==> config.mk <==
export PLATFORM = sky130hd
export DESIGN_NAME = i2cirq_status_logic
export DESIGN_NICKNAME = d
export VERILOG_FILES = /design/src/hw/i2cirq_pkg.sv /design/src/hw/i2cirq_flag_bank.sv /design/src/hw/i2cirq_status_logic.sv
export SDC_FILE = /design/constraint.sdc
export NUM_CORES = 1
export LEC_CHECK = 0
export ABC_AREA = 1
export BUFFER_PORTS_ARGS = -buffer_cell sky130_fd_sc_hd__clkbuf_2
export CORE_MARGIN = 2
export CORE_UTILIZATION = 51
export DETAILED_ROUTE_END_ITERATION = 7
export GPL_TIMING_DRIVEN = 0
export PLACE_DENSITY = 0.84
export SLEW_MARGIN = 20
export SYNTH_ARGS = -nofsm -noshare
export SYNTH_HDL_FRONTEND = slang
export SYNTH_SLANG_ARGS = --single-unit
==> constraint.sdc <==
create_clock -name ref_clk_in -period 3.8 [get_ports ref_clk_in]
set_clock_uncertainty 0.2 [all_clocks]
set_input_delay 0.38 -clock ref_clk_in [delete_from_list [all_inputs] [get_ports ref_clk_in]]
set_output_delay 0.38 -clock ref_clk_in [all_outputs]
set_load 0.01 [all_outputs]
==> src/hw/i2cirq_pkg.sv <==
package i2cirq_pkg;
  // register byte offsets on the internal register bus
  localparam logic [19:0] INT_STATUS_OFFS = 20'h1_d11c;
  localparam logic [19:0] INT_ENABLE_OFFS = 20'h1_d120;
  localparam logic [19:0] INT_SET_OFFS = 20'h1_d124;
  localparam logic [31:0] INT_ENABLE_RST = 32'h0000_0000;
  localparam logic [31:0] INT_STATUS_RST = 32'h0000_0000;
  // status bit positions; register bit n of the table is bit n of the word
  localparam int OUTBOX_DRAINED_BIT = 6;
  localparam int INBOX_LOADED_BIT = 7;
  localparam int BOOTLOAD_FAILED_BIT = 14;
  localparam int BOOTLOAD_DONE_BIT = 15;
  localparam int TARGET_ACCESS_FAILED_BIT = 20;
  localparam int TARGET_REG_WRITE_DONE_BIT = 21;
  localparam int TARGET_REG_READ_DONE_BIT = 22;
  localparam int TARGET_ACCESS_DONE_BIT = 23;
  localparam int INITIATOR_DIAG_EVENT_BIT = 24;
  localparam int INITIATOR_ARB_LOST_BIT = 27;
  localparam int INITIATOR_TIMED_OUT_BIT = 28;
  localparam int INITIATOR_NACKED_BIT = 29;
  localparam int INITIATOR_ARB_TIMEOUT_BIT = 30;
  localparam int INITIATOR_DONE_BIT = 31;
  // implemented bits; the rest are reserved and read zero
  localparam logic [31:0] IMPL_MASK = 32'hf9f0_c0c0;
  typedef enum logic [1:0] {
    I2CIRQ_SRC_NONE,
    I2CIRQ_SRC_STATUS,
    I2CIRQ_SRC_ENABLE,
    I2CIRQ_SRC_SET
  } i2cirq_src_e;
endpackage : i2cirq_pkg

==> src/hw/i2cirq_flag_bank.sv <==
`timescale 1ns/1ps
module i2cirq_flag_bank #(
  parameter int WIDTH = 32,
  parameter logic [WIDTH-1:0] IMPL = '1
) (
  // clock, enable and reset
  input wire logic ref_clk_in,
  input wire logic rst_n_in,
  input wire logic clk_en_in,
  // set and clear strobes
  input wire logic [WIDTH-1:0] set_in,
  input wire logic [WIDTH-1:0] clear_in,
  // flags
  output logic [WIDTH-1:0] flags_out
);
  logic [WIDTH-1:0] flags_q;
  logic [WIDTH-1:0] flags_d;
  // set wins over clear so a coincident event is kept
  assign flags_d = ((flags_q & ~clear_in) | set_in) & IMPL;
  always_ff @(posedge ref_clk_in) begin
    if (!rst_n_in) begin
      flags_q <= '0;
    end else if (clk_en_in) begin
      flags_q <= flags_d;
    end
  end
  assign flags_out = flags_q;
  sticky_set_a : assert property (@(posedge ref_clk_in) disable iff (!rst_n_in)
    clk_en_in && ((set_in & IMPL) != '0) |=> ((flags_q & $past(set_in) & IMPL) == ($past(set_in) & IMPL)))
    else $error("flag set was lost");
endmodule : i2cirq_flag_bank

==> src/hw/i2cirq_status_logic.sv <==
`timescale 1ns/1ps
module i2cirq_status_logic (
  // clock, enable and reset
  input wire logic ref_clk_in,
  input wire logic rst_n_in,
  input wire logic clk_en_in,
  // internal register bus
  input wire logic reg_sel_in,
  input wire logic reg_wr_in,
  input wire logic [19:0] reg_addr_in,
  input wire logic [31:0] reg_wdata_in,
  output logic [31:0] reg_rdata_out,
  output logic reg_ack_out,
  // events from the engines, one-cycle pulses
  input wire logic outbox_drained_in,
  input wire logic inbox_loaded_in,
  input wire logic bootload_failed_in,
  input wire logic bootload_done_in,
  input wire logic target_access_failed_in,
  input wire logic target_reg_write_done_in,
  input wire logic target_reg_read_done_in,
  input wire logic target_access_done_in,
  input wire logic initiator_diag_event_in,
  input wire logic initiator_arb_lost_in,
  input wire logic initiator_timed_out_in,
  input wire logic initiator_nacked_in,
  input wire logic initiator_arb_timeout_in,
  input wire logic initiator_done_in,
  // forced events toward the new-event register
  output logic [31:0] force_event_out,
  // interrupt request to the interrupt controller
  output logic irq_out
);
  logic [31:0] enable_q;
  logic [31:0] enable_d;
  logic [31:0] status;
  logic [31:0] hw_events;
  logic [31:0] set_bits;
  logic [31:0] clr_bits;
  logic [31:0] force_q;
  logic [31:0] rdata_q;
  logic ack_q;
  logic irq_q;
  wire logic hit_status;
  wire logic hit_enable;
  wire logic hit_set;
  wire logic wr_stb;
  wire logic rd_stb;
  wire logic set_wr;
  wire logic clr_wr;
  wire logic en_wr;
  i2cirq_pkg::i2cirq_src_e src;

  // one comparator for all three registers keeps the decode identical
  function automatic logic addr_hit(input logic sel, input logic [19:0] addr, input logic [19:0] offs);
    addr_hit = sel && (addr == offs);
  endfunction : addr_hit

  assign hit_status = addr_hit(reg_sel_in, reg_addr_in, i2cirq_pkg::INT_STATUS_OFFS);
  assign hit_enable = addr_hit(reg_sel_in, reg_addr_in, i2cirq_pkg::INT_ENABLE_OFFS);
  assign hit_set = addr_hit(reg_sel_in, reg_addr_in, i2cirq_pkg::INT_SET_OFFS);
  assign wr_stb = reg_sel_in && reg_wr_in && clk_en_in;
  assign rd_stb = reg_sel_in && !reg_wr_in && clk_en_in;
  assign set_wr = wr_stb && hit_set;
  assign clr_wr = wr_stb && hit_status;
  assign en_wr = wr_stb && hit_enable;

  always_comb begin
    if (hit_status) begin
      src = i2cirq_pkg::I2CIRQ_SRC_STATUS;
    end else if (hit_enable) begin
      src = i2cirq_pkg::I2CIRQ_SRC_ENABLE;
    end else if (hit_set) begin
      src = i2cirq_pkg::I2CIRQ_SRC_SET;
    end else begin
      src = i2cirq_pkg::I2CIRQ_SRC_NONE;
    end
  end

  // boot failure reaches the master error bits only via the engines' own pulses
  always_comb begin
    hw_events = '0;
    hw_events[i2cirq_pkg::OUTBOX_DRAINED_BIT] = outbox_drained_in;
    hw_events[i2cirq_pkg::INBOX_LOADED_BIT] = inbox_loaded_in;
    hw_events[i2cirq_pkg::BOOTLOAD_FAILED_BIT] = bootload_failed_in;
    hw_events[i2cirq_pkg::BOOTLOAD_DONE_BIT] = bootload_done_in;
    hw_events[i2cirq_pkg::TARGET_ACCESS_FAILED_BIT] = target_access_failed_in;
    hw_events[i2cirq_pkg::TARGET_REG_WRITE_DONE_BIT] = target_reg_write_done_in;
    hw_events[i2cirq_pkg::TARGET_REG_READ_DONE_BIT] = target_reg_read_done_in;
    hw_events[i2cirq_pkg::TARGET_ACCESS_DONE_BIT] = target_access_done_in;
    hw_events[i2cirq_pkg::INITIATOR_DIAG_EVENT_BIT] = initiator_diag_event_in;
    hw_events[i2cirq_pkg::INITIATOR_ARB_LOST_BIT] = initiator_arb_lost_in;
    hw_events[i2cirq_pkg::INITIATOR_TIMED_OUT_BIT] = initiator_timed_out_in;
    hw_events[i2cirq_pkg::INITIATOR_NACKED_BIT] = initiator_nacked_in;
    hw_events[i2cirq_pkg::INITIATOR_ARB_TIMEOUT_BIT] = initiator_arb_timeout_in;
    hw_events[i2cirq_pkg::INITIATOR_DONE_BIT] = initiator_done_in;
  end

  // only this bus reaches enable and set; the serial slave path has no port here
  assign set_bits = hw_events | (set_wr ? reg_wdata_in : 32'h0000_0000);
  assign clr_bits = clr_wr ? reg_wdata_in : 32'h0000_0000;
  assign enable_d = en_wr ? (reg_wdata_in & i2cirq_pkg::IMPL_MASK) : enable_q;

  i2cirq_flag_bank #(
    .WIDTH(32),
    .IMPL(i2cirq_pkg::IMPL_MASK)
  ) u_flags (
    .ref_clk_in(ref_clk_in),
    .rst_n_in(rst_n_in),
    .clk_en_in(clk_en_in),
    .set_in(set_bits),
    .clear_in(clr_bits),
    .flags_out(status)
  );

  always_ff @(posedge ref_clk_in) begin
    if (!rst_n_in) begin
      enable_q <= i2cirq_pkg::INT_ENABLE_RST;
    end else if (clk_en_in) begin
      enable_q <= enable_d;
    end
  end

  // forced set is also handed to the new-event register as a one-cycle pulse
  always_ff @(posedge ref_clk_in) begin
    if (!rst_n_in) begin
      force_q <= 32'h0000_0000;
    end else if (clk_en_in) begin
      force_q <= set_wr ? (reg_wdata_in & i2cirq_pkg::IMPL_MASK) : 32'h0000_0000;
    end
  end

  // read data registered; set register reads zero, unmapped reads zero
  always_ff @(posedge ref_clk_in) begin
    if (!rst_n_in) begin
      rdata_q <= 32'h0000_0000;
      ack_q <= 1'b0;
    end else if (clk_en_in) begin
      ack_q <= reg_sel_in;
      if (rd_stb) begin
        case (src)
          i2cirq_pkg::I2CIRQ_SRC_STATUS: rdata_q <= status;
          i2cirq_pkg::I2CIRQ_SRC_ENABLE: rdata_q <= enable_q;
          default: rdata_q <= 32'h0000_0000;
        endcase
      end
    end
  end

  // registered so the request line never glitches during a bus write
  always_ff @(posedge ref_clk_in) begin
    if (!rst_n_in) begin
      irq_q <= 1'b0;
    end else if (clk_en_in) begin
      irq_q <= |(status & enable_q);
    end
  end

  assign reg_rdata_out = rdata_q;
  assign reg_ack_out = ack_q;
  assign force_event_out = force_q;
  assign irq_out = irq_q;

  // checks sit next to the logic above; each names its own clock and reset
  irq_level_a : assert property (@(posedge ref_clk_in) disable iff (!rst_n_in)
    clk_en_in |=> irq_out == |($past(status) & $past(enable_q)))
    else $error("irq does not follow status and enable");

  enable_reset_a : assert property (@(posedge ref_clk_in)
    !rst_n_in |=> enable_q == 32'h0000_0000)
    else $error("enable not cleared by reset");

  enable_write_a : assert property (@(posedge ref_clk_in) disable iff (!rst_n_in)
    en_wr |=> enable_q == ($past(reg_wdata_in) & i2cirq_pkg::IMPL_MASK))
    else $error("enable write not stored");

  enable_hold_a : assert property (@(posedge ref_clk_in) disable iff (!rst_n_in)
    clk_en_in && !en_wr |=> $stable(enable_q))
    else $error("enable changed without a write");

  w1c_clear_a : assert property (@(posedge ref_clk_in) disable iff (!rst_n_in)
    clr_wr && reg_wdata_in[i2cirq_pkg::INITIATOR_DONE_BIT] && !initiator_done_in
    |=> !status[i2cirq_pkg::INITIATOR_DONE_BIT])
    else $error("write one did not clear");

  w1c_keep_a : assert property (@(posedge ref_clk_in) disable iff (!rst_n_in)
    clr_wr && !reg_wdata_in[i2cirq_pkg::INITIATOR_NACKED_BIT]
    && status[i2cirq_pkg::INITIATOR_NACKED_BIT] |=> status[i2cirq_pkg::INITIATOR_NACKED_BIT])
    else $error("write zero changed status");

  status_sticky_a : assert property (@(posedge ref_clk_in) disable iff (!rst_n_in)
    clk_en_in && !clr_wr |=> (status & $past(status)) == $past(status))
    else $error("status dropped without a clear");

  status_source_a : assert property (@(posedge ref_clk_in) disable iff (!rst_n_in)
    clk_en_in && (hw_events == 32'h0000_0000) && !set_wr |=> (status & ~$past(status)) == 32'h0000_0000)
    else $error("status set without a source");

  force_set_a : assert property (@(posedge ref_clk_in) disable iff (!rst_n_in)
    set_wr |=> (status & $past(reg_wdata_in) & i2cirq_pkg::IMPL_MASK)
    == ($past(reg_wdata_in) & i2cirq_pkg::IMPL_MASK))
    else $error("forced set not applied");

  force_pulse_a : assert property (@(posedge ref_clk_in) disable iff (!rst_n_in)
    set_wr |=> force_event_out == ($past(reg_wdata_in) & i2cirq_pkg::IMPL_MASK))
    else $error("forced set not forwarded");

  force_idle_a : assert property (@(posedge ref_clk_in) disable iff (!rst_n_in)
    clk_en_in && !set_wr |=> force_event_out == 32'h0000_0000)
    else $error("force pulse without a set write");

  arb_lost_a : assert property (@(posedge ref_clk_in) disable iff (!rst_n_in)
    clk_en_in && initiator_arb_lost_in |=> status[i2cirq_pkg::INITIATOR_ARB_LOST_BIT])
    else $error("collision bit not set");

  timed_out_a : assert property (@(posedge ref_clk_in) disable iff (!rst_n_in)
    clk_en_in && initiator_timed_out_in |=> status[i2cirq_pkg::INITIATOR_TIMED_OUT_BIT])
    else $error("timeout bit not set");

  nacked_a : assert property (@(posedge ref_clk_in) disable iff (!rst_n_in)
    clk_en_in && initiator_nacked_in |=> status[i2cirq_pkg::INITIATOR_NACKED_BIT])
    else $error("nack bit not set");

  arb_timeout_a : assert property (@(posedge ref_clk_in) disable iff (!rst_n_in)
    clk_en_in && initiator_arb_timeout_in |=> status[i2cirq_pkg::INITIATOR_ARB_TIMEOUT_BIT])
    else $error("arb timeout bit not set");

  done_set_a : assert property (@(posedge ref_clk_in) disable iff (!rst_n_in)
    clk_en_in && initiator_done_in && clr_wr |=> status[i2cirq_pkg::INITIATOR_DONE_BIT])
    else $error("success lost against clear");

  mailbox_set_a : assert property (@(posedge ref_clk_in) disable iff (!rst_n_in)
    clk_en_in && (inbox_loaded_in || outbox_drained_in) |=> (status[i2cirq_pkg::INBOX_LOADED_BIT]
    || status[i2cirq_pkg::OUTBOX_DRAINED_BIT]))
    else $error("mailbox bit not set");

  inbox_set_a : assert property (@(posedge ref_clk_in) disable iff (!rst_n_in)
    clk_en_in && inbox_loaded_in |=> status[i2cirq_pkg::INBOX_LOADED_BIT])
    else $error("inbox bit not set");

  outbox_set_a : assert property (@(posedge ref_clk_in) disable iff (!rst_n_in)
    clk_en_in && outbox_drained_in |=> status[i2cirq_pkg::OUTBOX_DRAINED_BIT])
    else $error("outbox bit not set");

  boot_done_a : assert property (@(posedge ref_clk_in) disable iff (!rst_n_in)
    clk_en_in && bootload_done_in |=> status[i2cirq_pkg::BOOTLOAD_DONE_BIT])
    else $error("boot done bit not set");

  boot_fail_a : assert property (@(posedge ref_clk_in) disable iff (!rst_n_in)
    clk_en_in && bootload_failed_in |=> status[i2cirq_pkg::BOOTLOAD_FAILED_BIT])
    else $error("boot failed bit not set");

  target_done_a : assert property (@(posedge ref_clk_in) disable iff (!rst_n_in)
    clk_en_in && target_access_done_in |=> status[i2cirq_pkg::TARGET_ACCESS_DONE_BIT])
    else $error("slave done bit not set");

  event_set_a : assert property (@(posedge ref_clk_in) disable iff (!rst_n_in)
    clk_en_in && (hw_events != 32'h0000_0000) |=> (status & $past(hw_events)) == $past(hw_events))
    else $error("event pulse lost");

  ack_follow_a : assert property (@(posedge ref_clk_in) disable iff (!rst_n_in)
    clk_en_in |=> reg_ack_out == $past(reg_sel_in))
    else $error("ack does not follow select");

  read_status_a : assert property (@(posedge ref_clk_in) disable iff (!rst_n_in)
    rd_stb && hit_status |=> reg_rdata_out == $past(status))
    else $error("status read wrong");

  read_enable_a : assert property (@(posedge ref_clk_in) disable iff (!rst_n_in)
    rd_stb && hit_enable |=> reg_rdata_out == $past(enable_q))
    else $error("enable read wrong");

  read_zero_a : assert property (@(posedge ref_clk_in) disable iff (!rst_n_in)
    rd_stb && !hit_status && !hit_enable |=> reg_rdata_out == 32'h0000_0000)
    else $error("set or unmapped read not zero");

  freeze_hold_a : assert property (@(posedge ref_clk_in) disable iff (!rst_n_in)
    !clk_en_in |=> $stable(status) && $stable(enable_q) && $stable(reg_ack_out) && $stable(irq_out)
    && $stable(force_event_out) && $stable(reg_rdata_out))
    else $error("state moved while clock enable low");

  reset_out_a : assert property (@(posedge ref_clk_in)
    !rst_n_in |=> (status == 32'h0000_0000) && !irq_out && !reg_ack_out
    && (force_event_out == 32'h0000_0000) && (reg_rdata_out == 32'h0000_0000))
    else $error("outputs not cleared by reset");
endmodule : i2cirq_status_logic

# After elaboration in Yosys (flattened, before gate mapping)
# Index checks and enable logic that the tools add are counted.
[totals]
register_bits = 94
in_bits = 71
output_inout_bits = 66
wordCells = 37
[classes]
n_eq_ne = 5
muxes = 7
bitwise_logic = 5
n_reduce_logical = 14
[ops]
columns = ["cell", "count"]
rows = [
  ["$mux W32", 3],
  ["$and A32 B32 Y32", 2],
  ["$or A32 B32 Y32", 2],
  ["$pmux W32 S2", 1],
  ["$eq A20 B17 Y1 const B", 3],
  ["$not A32 Y32", 1],
  ["$reduce_or A32 Y1", 1],
  ["$logic_and A1 B1 Y1", 10],
  ["$mux W2", 3],
  ["$reduce_and A2 Y1", 2],
  ["$eq A2 B1 Y1 const B", 1],
  ["$eq A2 B2 Y1 const B", 1],
  ["$logic_not A1 Y1", 1],
]

# Logic depth before layout (Yosys ltp)
# Gate-level depths: netlist (run 1).
[depth]
depth_word = 7
mapped_depth = 11
depth_no_buf = 9

# By module
# Synthesis (run 1) repeated with hierarchy kept, for this count alone.
[unflattened]
cells_unflattened = 640
hier_area_um2 = 4352.9
[by_module_without_submodules]
columns = ["mod", "n_inst", "cells_each", "area_per_inst_um2", "seq_area_each_um2"]
rows = [
  ["i2cirq_status_logic", 1, 546, 3638.5, 1241.2],
  ["i2cirq_flag_bank", 1, 94, 714.4, 280.3],
]

# Worst setup path before layout (run 1)
# Ideal clock, no wire load.
[synth_path]
path_type = "in2reg"
start = "in reg_addr_in[16]"
end = "reg enable_q[23]"
setup_time_ps = 128
arrival_ps = 1370
slack_ps = 2101
path_stages = 8
n_path_buf = 1
cell_sequence = "inv_1 -> nor2_1 -> nand2_1 -> nor2_2 -> nand3_2 -> clkbuf_1 -> o21ai_0 -> a21oi_1"
[synth_between]
elab_chain_cells = 4
[synth_lines]
columns = ["item", "line_no", "text"]
rows = [
  ["start, declared", "i2cirq_status_logic.sv:10", "input wire logic [19:0] reg_addr_in,"],
  ["$eq A20 B17 Y1", "i2cirq_status_logic.sv:56", "addr_hit = sel && (addr == offs);"],
  ["$logic_and A1 B1 Y1", "i2cirq_status_logic.sv:56", ""],
  ["$logic_and A1 B1 Y1", "i2cirq_status_logic.sv:66", "assign en_wr = wr_stb && hit_enable;"],
  ["$reduce_and A2 Y1 (no source line)", "-", ""],
  ["end signal, assigned", "i2cirq_status_logic.sv:118", "enable_q <= i2cirq_pkg::INT_ENABLE_RST;"],
  ["end signal, assigned", "i2cirq_status_logic.sv:120", "enable_q <= enable_d;"],
  ["end, declared", "i2cirq_status_logic.sv:34", "logic [31:0] enable_q;"],
]
# Every way passes these cells.
# A chain may end at the register's enable or synchronous reset.

# Worst setup path in the final report (run 1)
[layout_path]
start = "in reg_addr_in[9]"
end = "reg u_flags.flags_q[15], in the netlist u_flags.flags_out[15]"
[layout_between]
elab_chain_cells = 7
word_cells_on_any_way = 12
cone_classes = "eq/ne (2); mux (2); bitwise (4); reduce/logical (4)"
[layout_lines]
columns = ["item", "line_no", "text"]
rows = [
  ["$eq A20 B17 Y1", "i2cirq_status_logic.sv:56", ""],
  ["$logic_and A1 B1 Y1", "i2cirq_status_logic.sv:56", ""],
  ["$logic_and A1 B1 Y1", "i2cirq_status_logic.sv:65", "assign clr_wr = wr_stb && hit_status;"],
  ["$mux W32", "i2cirq_status_logic.sv:101", "assign clr_bits = clr_wr ? reg_wdata_in : 32'h0000_0000;"],
  ["$not A32 Y32", "i2cirq_flag_bank.sv:19", "assign flags_d = ((flags_q & ~clear_in) | set_in) & IMPL;"],
  ["$and A32 B32 Y32", "i2cirq_flag_bank.sv:19", ""],
  ["$or A32 B32 Y32 *", "i2cirq_flag_bank.sv:19", ""],
  ["end signal, assigned", "i2cirq_flag_bank.sv:24", "flags_q <= flags_d;"],
  ["end, declared", "i2cirq_flag_bank.sv:16", "logic [WIDTH-1:0] flags_q;"],
]
# Every way passes the cells marked *; elsewhere a longest branch is shown, timed or not.

==> impl_metrics.csv, run 1 <==
group,metric,value,unit
sta,rsz0062_at_grt,"no",
yosys,netlist_instances,450,
setup_path,cp_common_cell,"nand2_1",
sta,finalHoldViolCount,0,
sta,tightest_slew,0.615,ns
global_routing,grt_max_degree,11,
cells_and_area,final_common_cell,"clkbuf_2",
clocking,htreeDepth,3,
setup_path,cp_max_fo,10,
cells_and_area,drive_gt1_frac,0.248,
power,power_per_cell_area,351,mW/mm^2
drt,viasPerCell,4.95,
sta,setup_violations,0,
clocking,cts_tree,"done",
drt,wire_per_inst,12.5,um
setup_path,cp.required,3.86,ns
drt,vias,3248,
placed_design,gp_congestion,0.923,
status,status,"complete, no violations",
cells_and_area,nets,648,
cells_and_area,finalInstanceArea,0.00385,sq mm
sta,drv_slew,0,
setup_path,startpoint_type,"input pin",
sta,period_minus_slack,1.78,ns
die,rows,28,
cells_and_area,layout_common_cells,"81 x clkbuf_2, 72 x nand2_1, 60 x inv_1",
clocking,cts_sinks,58,
drt,first_iter_violations,213,
setup_path,reg2reg_from,"u_flags.flags_out[22]",
setup_path,r2r-end,"irq_out",
min_path,hold_end,"u_flags.flags_out[21]",
sta,setup-tns-final,0,ns
setup_path,endpoint_kind,"flip-flop",
clocking,cts_buffers,9,
setup_path,crit_buf_inv,4,
setup_path,cp_top_family,"simple AND/OR/NAND/NOR gates",
power,power_leakage,1.93,nW
yosys,syn_area_per_cell,6.77,sq um
yosys,ys_ff_latch,58,
placed_design,place_ws,1.69,ns
yosys,seq_area_frac_synth,0.381,
setup_path,reg2reg_depth,6,
sta,setup_ws,2.02,ns
sta,fmax,562,MHz
cells_and_area,diodes,0,
yosys,synth_top_area_frac,0.381,
power,irDropWorstVdd,0.268,mV
setup_path,path_class,"in2reg",
setup_path,cpPeakStageDelay,0.28,ns
setup_path,path_cells,"clkbuf_2 -> inv_1 -> nand2_1 -> nor2_1 -> nand2_1 -> nor2_1 -> buf_2 -> buf_2 -> nand3_1 -> nand2_1 -> nand2_1 -> a21oi_1",
die,start_util,0.521,
min_path,min_from,"target_reg_write_done_in",
drt,drc,0,
clocking,insertion_delay,0.34,ns
global_routing,grt_pass1_wl,12.9,mm
yosys,synth_cell_types,22,
power,fin_total_pwr,1.35,mW
drt,drt-pass1-iter-count,5,
die,core,0.00585,sq mm
global_routing,grt.total_usage,0.254,
yosys,synth.area.top_cells,"dfxtp_1 38%, buf_4 9.4%, nand2_1 8.9%, o21ai_0 8.5%, a21oi_1 7.4%",
global_routing,overflow,0,
sta,slew_headroom,0.589,
sta,final.period_utilization,0.468,
drt,routed_wl,8.22,mm
clocking,clk_pin_slew_worst_paths,0.07,ns
clocking,cts-hold-fix-buffers,0,
yosys,syn_area,0.00305,sq mm
placed_design,dpl.hpwl,6.26,mm
placed_design,placedInstanceArea,0.00368,sq mm
clocking,post-cts-setup-buffers,0,
setup_path,worstPathArrival,1.84,ns
die,die_area,0.00661,sq mm
clocking,clockRootBuffer,"clkbuf_8",
yosys,yosysWarnings,0,
run,cap_violations,0,
setup_path,r2r_setup_slack,2.55,ns
drt,ant_nets,0,
global_routing,antenna_found_initial,0,
placed_design,portBuffers,81,
clocking,ctsLongestPathBuffers,2,
global_routing,grt_pass1_vias,2880,
yosys,synth_largest_area_cell,"dfxtp_1",
min_path,hold_depth,5,
clocking,cts_resized,0,
die,dieWidth,81.3,um
die,die_y,81.3,um
die,pin_count,137,
placed_design,dp.cells,641,
setup_path,slowest_stage,"buf_2",
min_path,hold_path.class,"in2reg",
cells_and_area,final_cells,656,
cells_and_area,area_growth,26.3,%
-- report_power, final --
part           total (mW)  internal (mW)  switching [mW]
Sequential          0.648          0.634          0.0142
Combinational       0.195         0.0830           0.112
Clock               0.505          0.265           0.240
-- cell usage after synthesis --
master     n
clkbuf_1  15
nand3_1   20
nand4_1   19
dfxtp_1   58
nor2_2     1
buf_4     38
clkinv_1   1
buf_1      1
o21ai_0   52
nand2_1   72
inv_1     60
buf_2      4
conb_1     1
a21oi_1   45
nand2_2    1
o22ai_1    5
nor2_4     3
nand3_2    2
a31oi_1    4
o21ai_1    1
nor2_1    45
nand3b_1   2
-- registers in the layout, indices dropped and copies added, names as in the netlist --
name / cells
enable_q: 14
u_flags.flags_out: 14
reg_ack_out: 1
irq_out: 1
force_event_out: 14
reg_rdata_out: 14
-- per-stage QoR --
stage / hold slack, ns / utilization
after floorplan: 0.237 / -
after global placement: 0.252 / 0.628
after detailed placement: 0.258 / 0.628
after CTS: 0.144 / 0.657
after global routing: 0.163 / 0.657
final: 0.144 / 0.657
-- metal layers --
metal	wire, um	global-route usage	share of wire	vias up
li1	-	-	-	1640
met1	3510	0.328	0.43	1406
met2	3790	0.407	0.46	181
met3	738	0.0478	0.090	21
met4	174	0.125	0.021	0
met5	0	0	0	-
-- cells by family after synthesis --
group | share of synthesized area
AND/OR/NAND/NOR | 0.243
buffers and inverters | 0.195
AO/OA/AOI/OAI | 0.180
flip-flops | 0.381
other | 0.00123
-- layout make-up --
| class | count | area, sq um |
|---|---|---|
| plain buffers | 58 | 365 |
| clock buffers | 12 | 155 |
| clock inverters | 3 | 15.0 |
| fillers | 552 | 2000 |
| inverters | 61 | 229 |
| multi-input cells | 308 | 1420 |
| flip-flops and latches | 58 | 1160 |
| well taps | 75 | 93.8 |
| repair buffers | 81 | 405 |
-- worst max path at each step --
stage                                  endpoint             from  depth (start not counted)  slack, ns
after floorplan                    enable_q[23]  reg_addr_in[16]                          8       2.10
after global placement             enable_q[28]  reg_addr_in[16]                          9       1.72
after detailed placement      reg_rdata_out[24]        clk_en_in                          7       1.69
after CTS                     reg_rdata_out[24]        clk_en_in                          7       2.04
after global routing               enable_q[23]   reg_addr_in[1]                          8       1.84
final                     u_flags.flags_out[15]   reg_addr_in[9]                         12       2.02
-- tightest hold or removal path, stage by stage --
cell	delay (ns)
clkbuf_2	0.08
inv_1	0.04
nand2_1	0.04
nand2_1	0.05
a21oi_1	0.05
(Power assumes the default switching activity.)
==> run 2, diff against run 1 <==
--- a/config.mk
+++ b/config.mk
@@ -8,10 +8,10 @@
 export ABC_AREA = 1
 export BUFFER_PORTS_ARGS = -buffer_cell sky130_fd_sc_hd__clkbuf_2
 export CORE_MARGIN = 2
-export CORE_UTILIZATION = 51
+export CORE_UTILIZATION = 47
 export DETAILED_ROUTE_END_ITERATION = 7
 export GPL_TIMING_DRIVEN = 0
-export PLACE_DENSITY = 0.84
+export PLACE_DENSITY = 0.78
 export SLEW_MARGIN = 20
 export SYNTH_ARGS = -nofsm -noshare
 export SYNTH_HDL_FRONTEND = slang
==> constraint.sdc (replaced) <==
create_clock -name ref_clk_in -period 1.8 [get_ports ref_clk_in]
set_clock_uncertainty 0.2 [all_clocks]
set_input_delay 0.18 -clock ref_clk_in [delete_from_list [all_inputs] [get_ports ref_clk_in]]
set_output_delay 0.18 -clock ref_clk_in [all_outputs]
set_load 0.01 [all_outputs]
==> impl_metrics.csv, run 2 (synthesis results as in run 1) <==
group,metric,value,unit
run,cap_violations,0,
placed_design,dpl.hpwl,6.25,mm
clocking,post-cts-setup-buffers,0,
power,switching_power,0.752,mW
sta,setup-tns-final,0,ns
sta,fmax,608,MHz
global_routing,grt_pass1_wl,14.0,mm
power,irDropWorstVdd,0.463,mV
min_path,hold_path.class,"in2reg",
sta,holdWs,0.00333,ns
cells_and_area,drive_gt1_frac,0.233,
power,p_int,2.11,mW
sta,final.period_utilization,0.914,
die,start_util,0.482,
setup_path,endpoint_kind,"flip-flop",
clocking,insertion_delay,0.34,ns
power,power_leakage,2.05,nW
global_routing,grt_max_degree,11,
placed_design,gp_congestion,0.878,
clocking,cts_sinks,58,
sta,finalHoldViolCount,0,
drt,wire_per_inst,12.5,um
global_routing,antenna_found_initial,0,
die,rows,29,
die,pin_count,137,
sta,drv_slew,0,
placed_design,place_ws,-0.0947,ns
drt,ant_nets,0,
sta,rsz0062_at_grt,"no",
setup_path,path_class,"in2reg",
setup_path,cp_max_fo,10,
power,combPwrFrac,0.163,
power,seqPwrFrac,0.478,
cells_and_area,diodes,0,
placed_design,placedInstanceArea,0.00368,sq mm
die,dieWidth,84.5,um
global_routing,grt.total_usage,0.244,
cells_and_area,area_growth,36.4,%
placed_design,portBuffers,81,
power,power_per_cell_area,689,mW/mm^2
global_routing,grt_pass1_vias,3136,
power,swShare,0.263,
clocking,ctsLongestPathBuffers,2,
sta,setup_violations,0,
die,die_y,84.5,um
power,clockPowerShare,0.359,
cells_and_area,nets,679,
drt,drt-pass1-iter-count,5,
drt,first_iter_violations,213,
clocking,cts_buffers,9,
drt,routed_wl,8.59,mm
cells_and_area,final_common_cell,"clkbuf_2",
die,core,0.00631,sq mm
drt,viasPerCell,4.91,
status,status,"complete, no violations",
sta,tightest_slew,0.567,ns
power,fin_total_pwr,2.86,mW
global_routing,overflow,0,
setup_path,startpoint_type,"input pin",
die,die_area,0.00714,sq mm
clocking,cts_tree,"done",
drt,vias,3372,
sta,setup_ws,0.156,ns
cells_and_area,finalInstanceArea,0.00416,sq mm
setup_path,worstPathArrival,1.71,ns
drt,drc,0,
clocking,clk_pin_slew_worst_paths,0.06,ns
cells_and_area,layout_common_cells,"81 x clkbuf_2, 72 x nand2_1, 60 x inv_1",
clocking,htreeDepth,3,
setup_path,cp.required,1.87,ns
sta,slew_headroom,0.620,
clocking,clockRootBuffer,"clkbuf_8",
sta,period_minus_slack,1.64,ns
## run 2: stage by stage
stage | instances | utilization
final | 687 | 0.658
after global routing | 687 | 0.658
after CTS | 687 | 0.657
after global placement | 643 | 0.583
after detailed placement | 643 | 0.583
after floorplan | 485 | -
## run 2: power by group through the flow
stage,Combinational [mW],Sequential [mW],Clock [mW]
2_1_floorplan,0.244,1.40,0
3_3_place_gp,0.395,1.39,0
3_5_place_dp,0.402,1.39,0
4_1_cts,0.457,1.37,1.03
5_1_grt,0.517,1.37,1.10
6_report,0.466,1.37,1.03
## run 2: what timing repair did
item	CTS	global route
hold buffers	31	0
gates resized for setup	0	2
endpoints found under the setup margin	0	4
hold endpoints to repair	40	0
## run 2: final cells by class
cell class | instances | area, sq um
tap | 77 | 96.3
fill | 572 | 2160
clock buffer | 13 | 159
inverter | 61 | 229
multi-input combinational | 308 | 1430
buffer | 58 | 368
sequential | 58 | 1160
timing repair buffer | 112 | 716
## run 2: critical path, cell delays in order
cell and delay, ns:
dlygate4sd3_1 0.53, clkbuf_2 0.20, clkbuf_1 0.43, o21ai_0 0.20
a31oi_1 0.17
## run 2: worst paths after layout
check                         from           endpoint  slack (ns)  cells past startpoint
max reg2reg  u_flags.flags_out[22]            irq_out        0.52                      6
max                       rst_n_in  reg_rdata_out[29]        0.16                      5
min                     reg_sel_in  reg_rdata_out[27]       0.003                      3
min reg2reg           enable_q[14]       enable_q[14]        0.27                      2
## run 2: metal layers
metal  part of all wire  vias to the layer above  global-route usage
met1               0.42                     1488               0.300
met2               0.48                      157               0.409
met3              0.079                       23              0.0472
li1                   -                     1704                   -
met4              0.027                        0               0.114
met5                  0                        -                   0
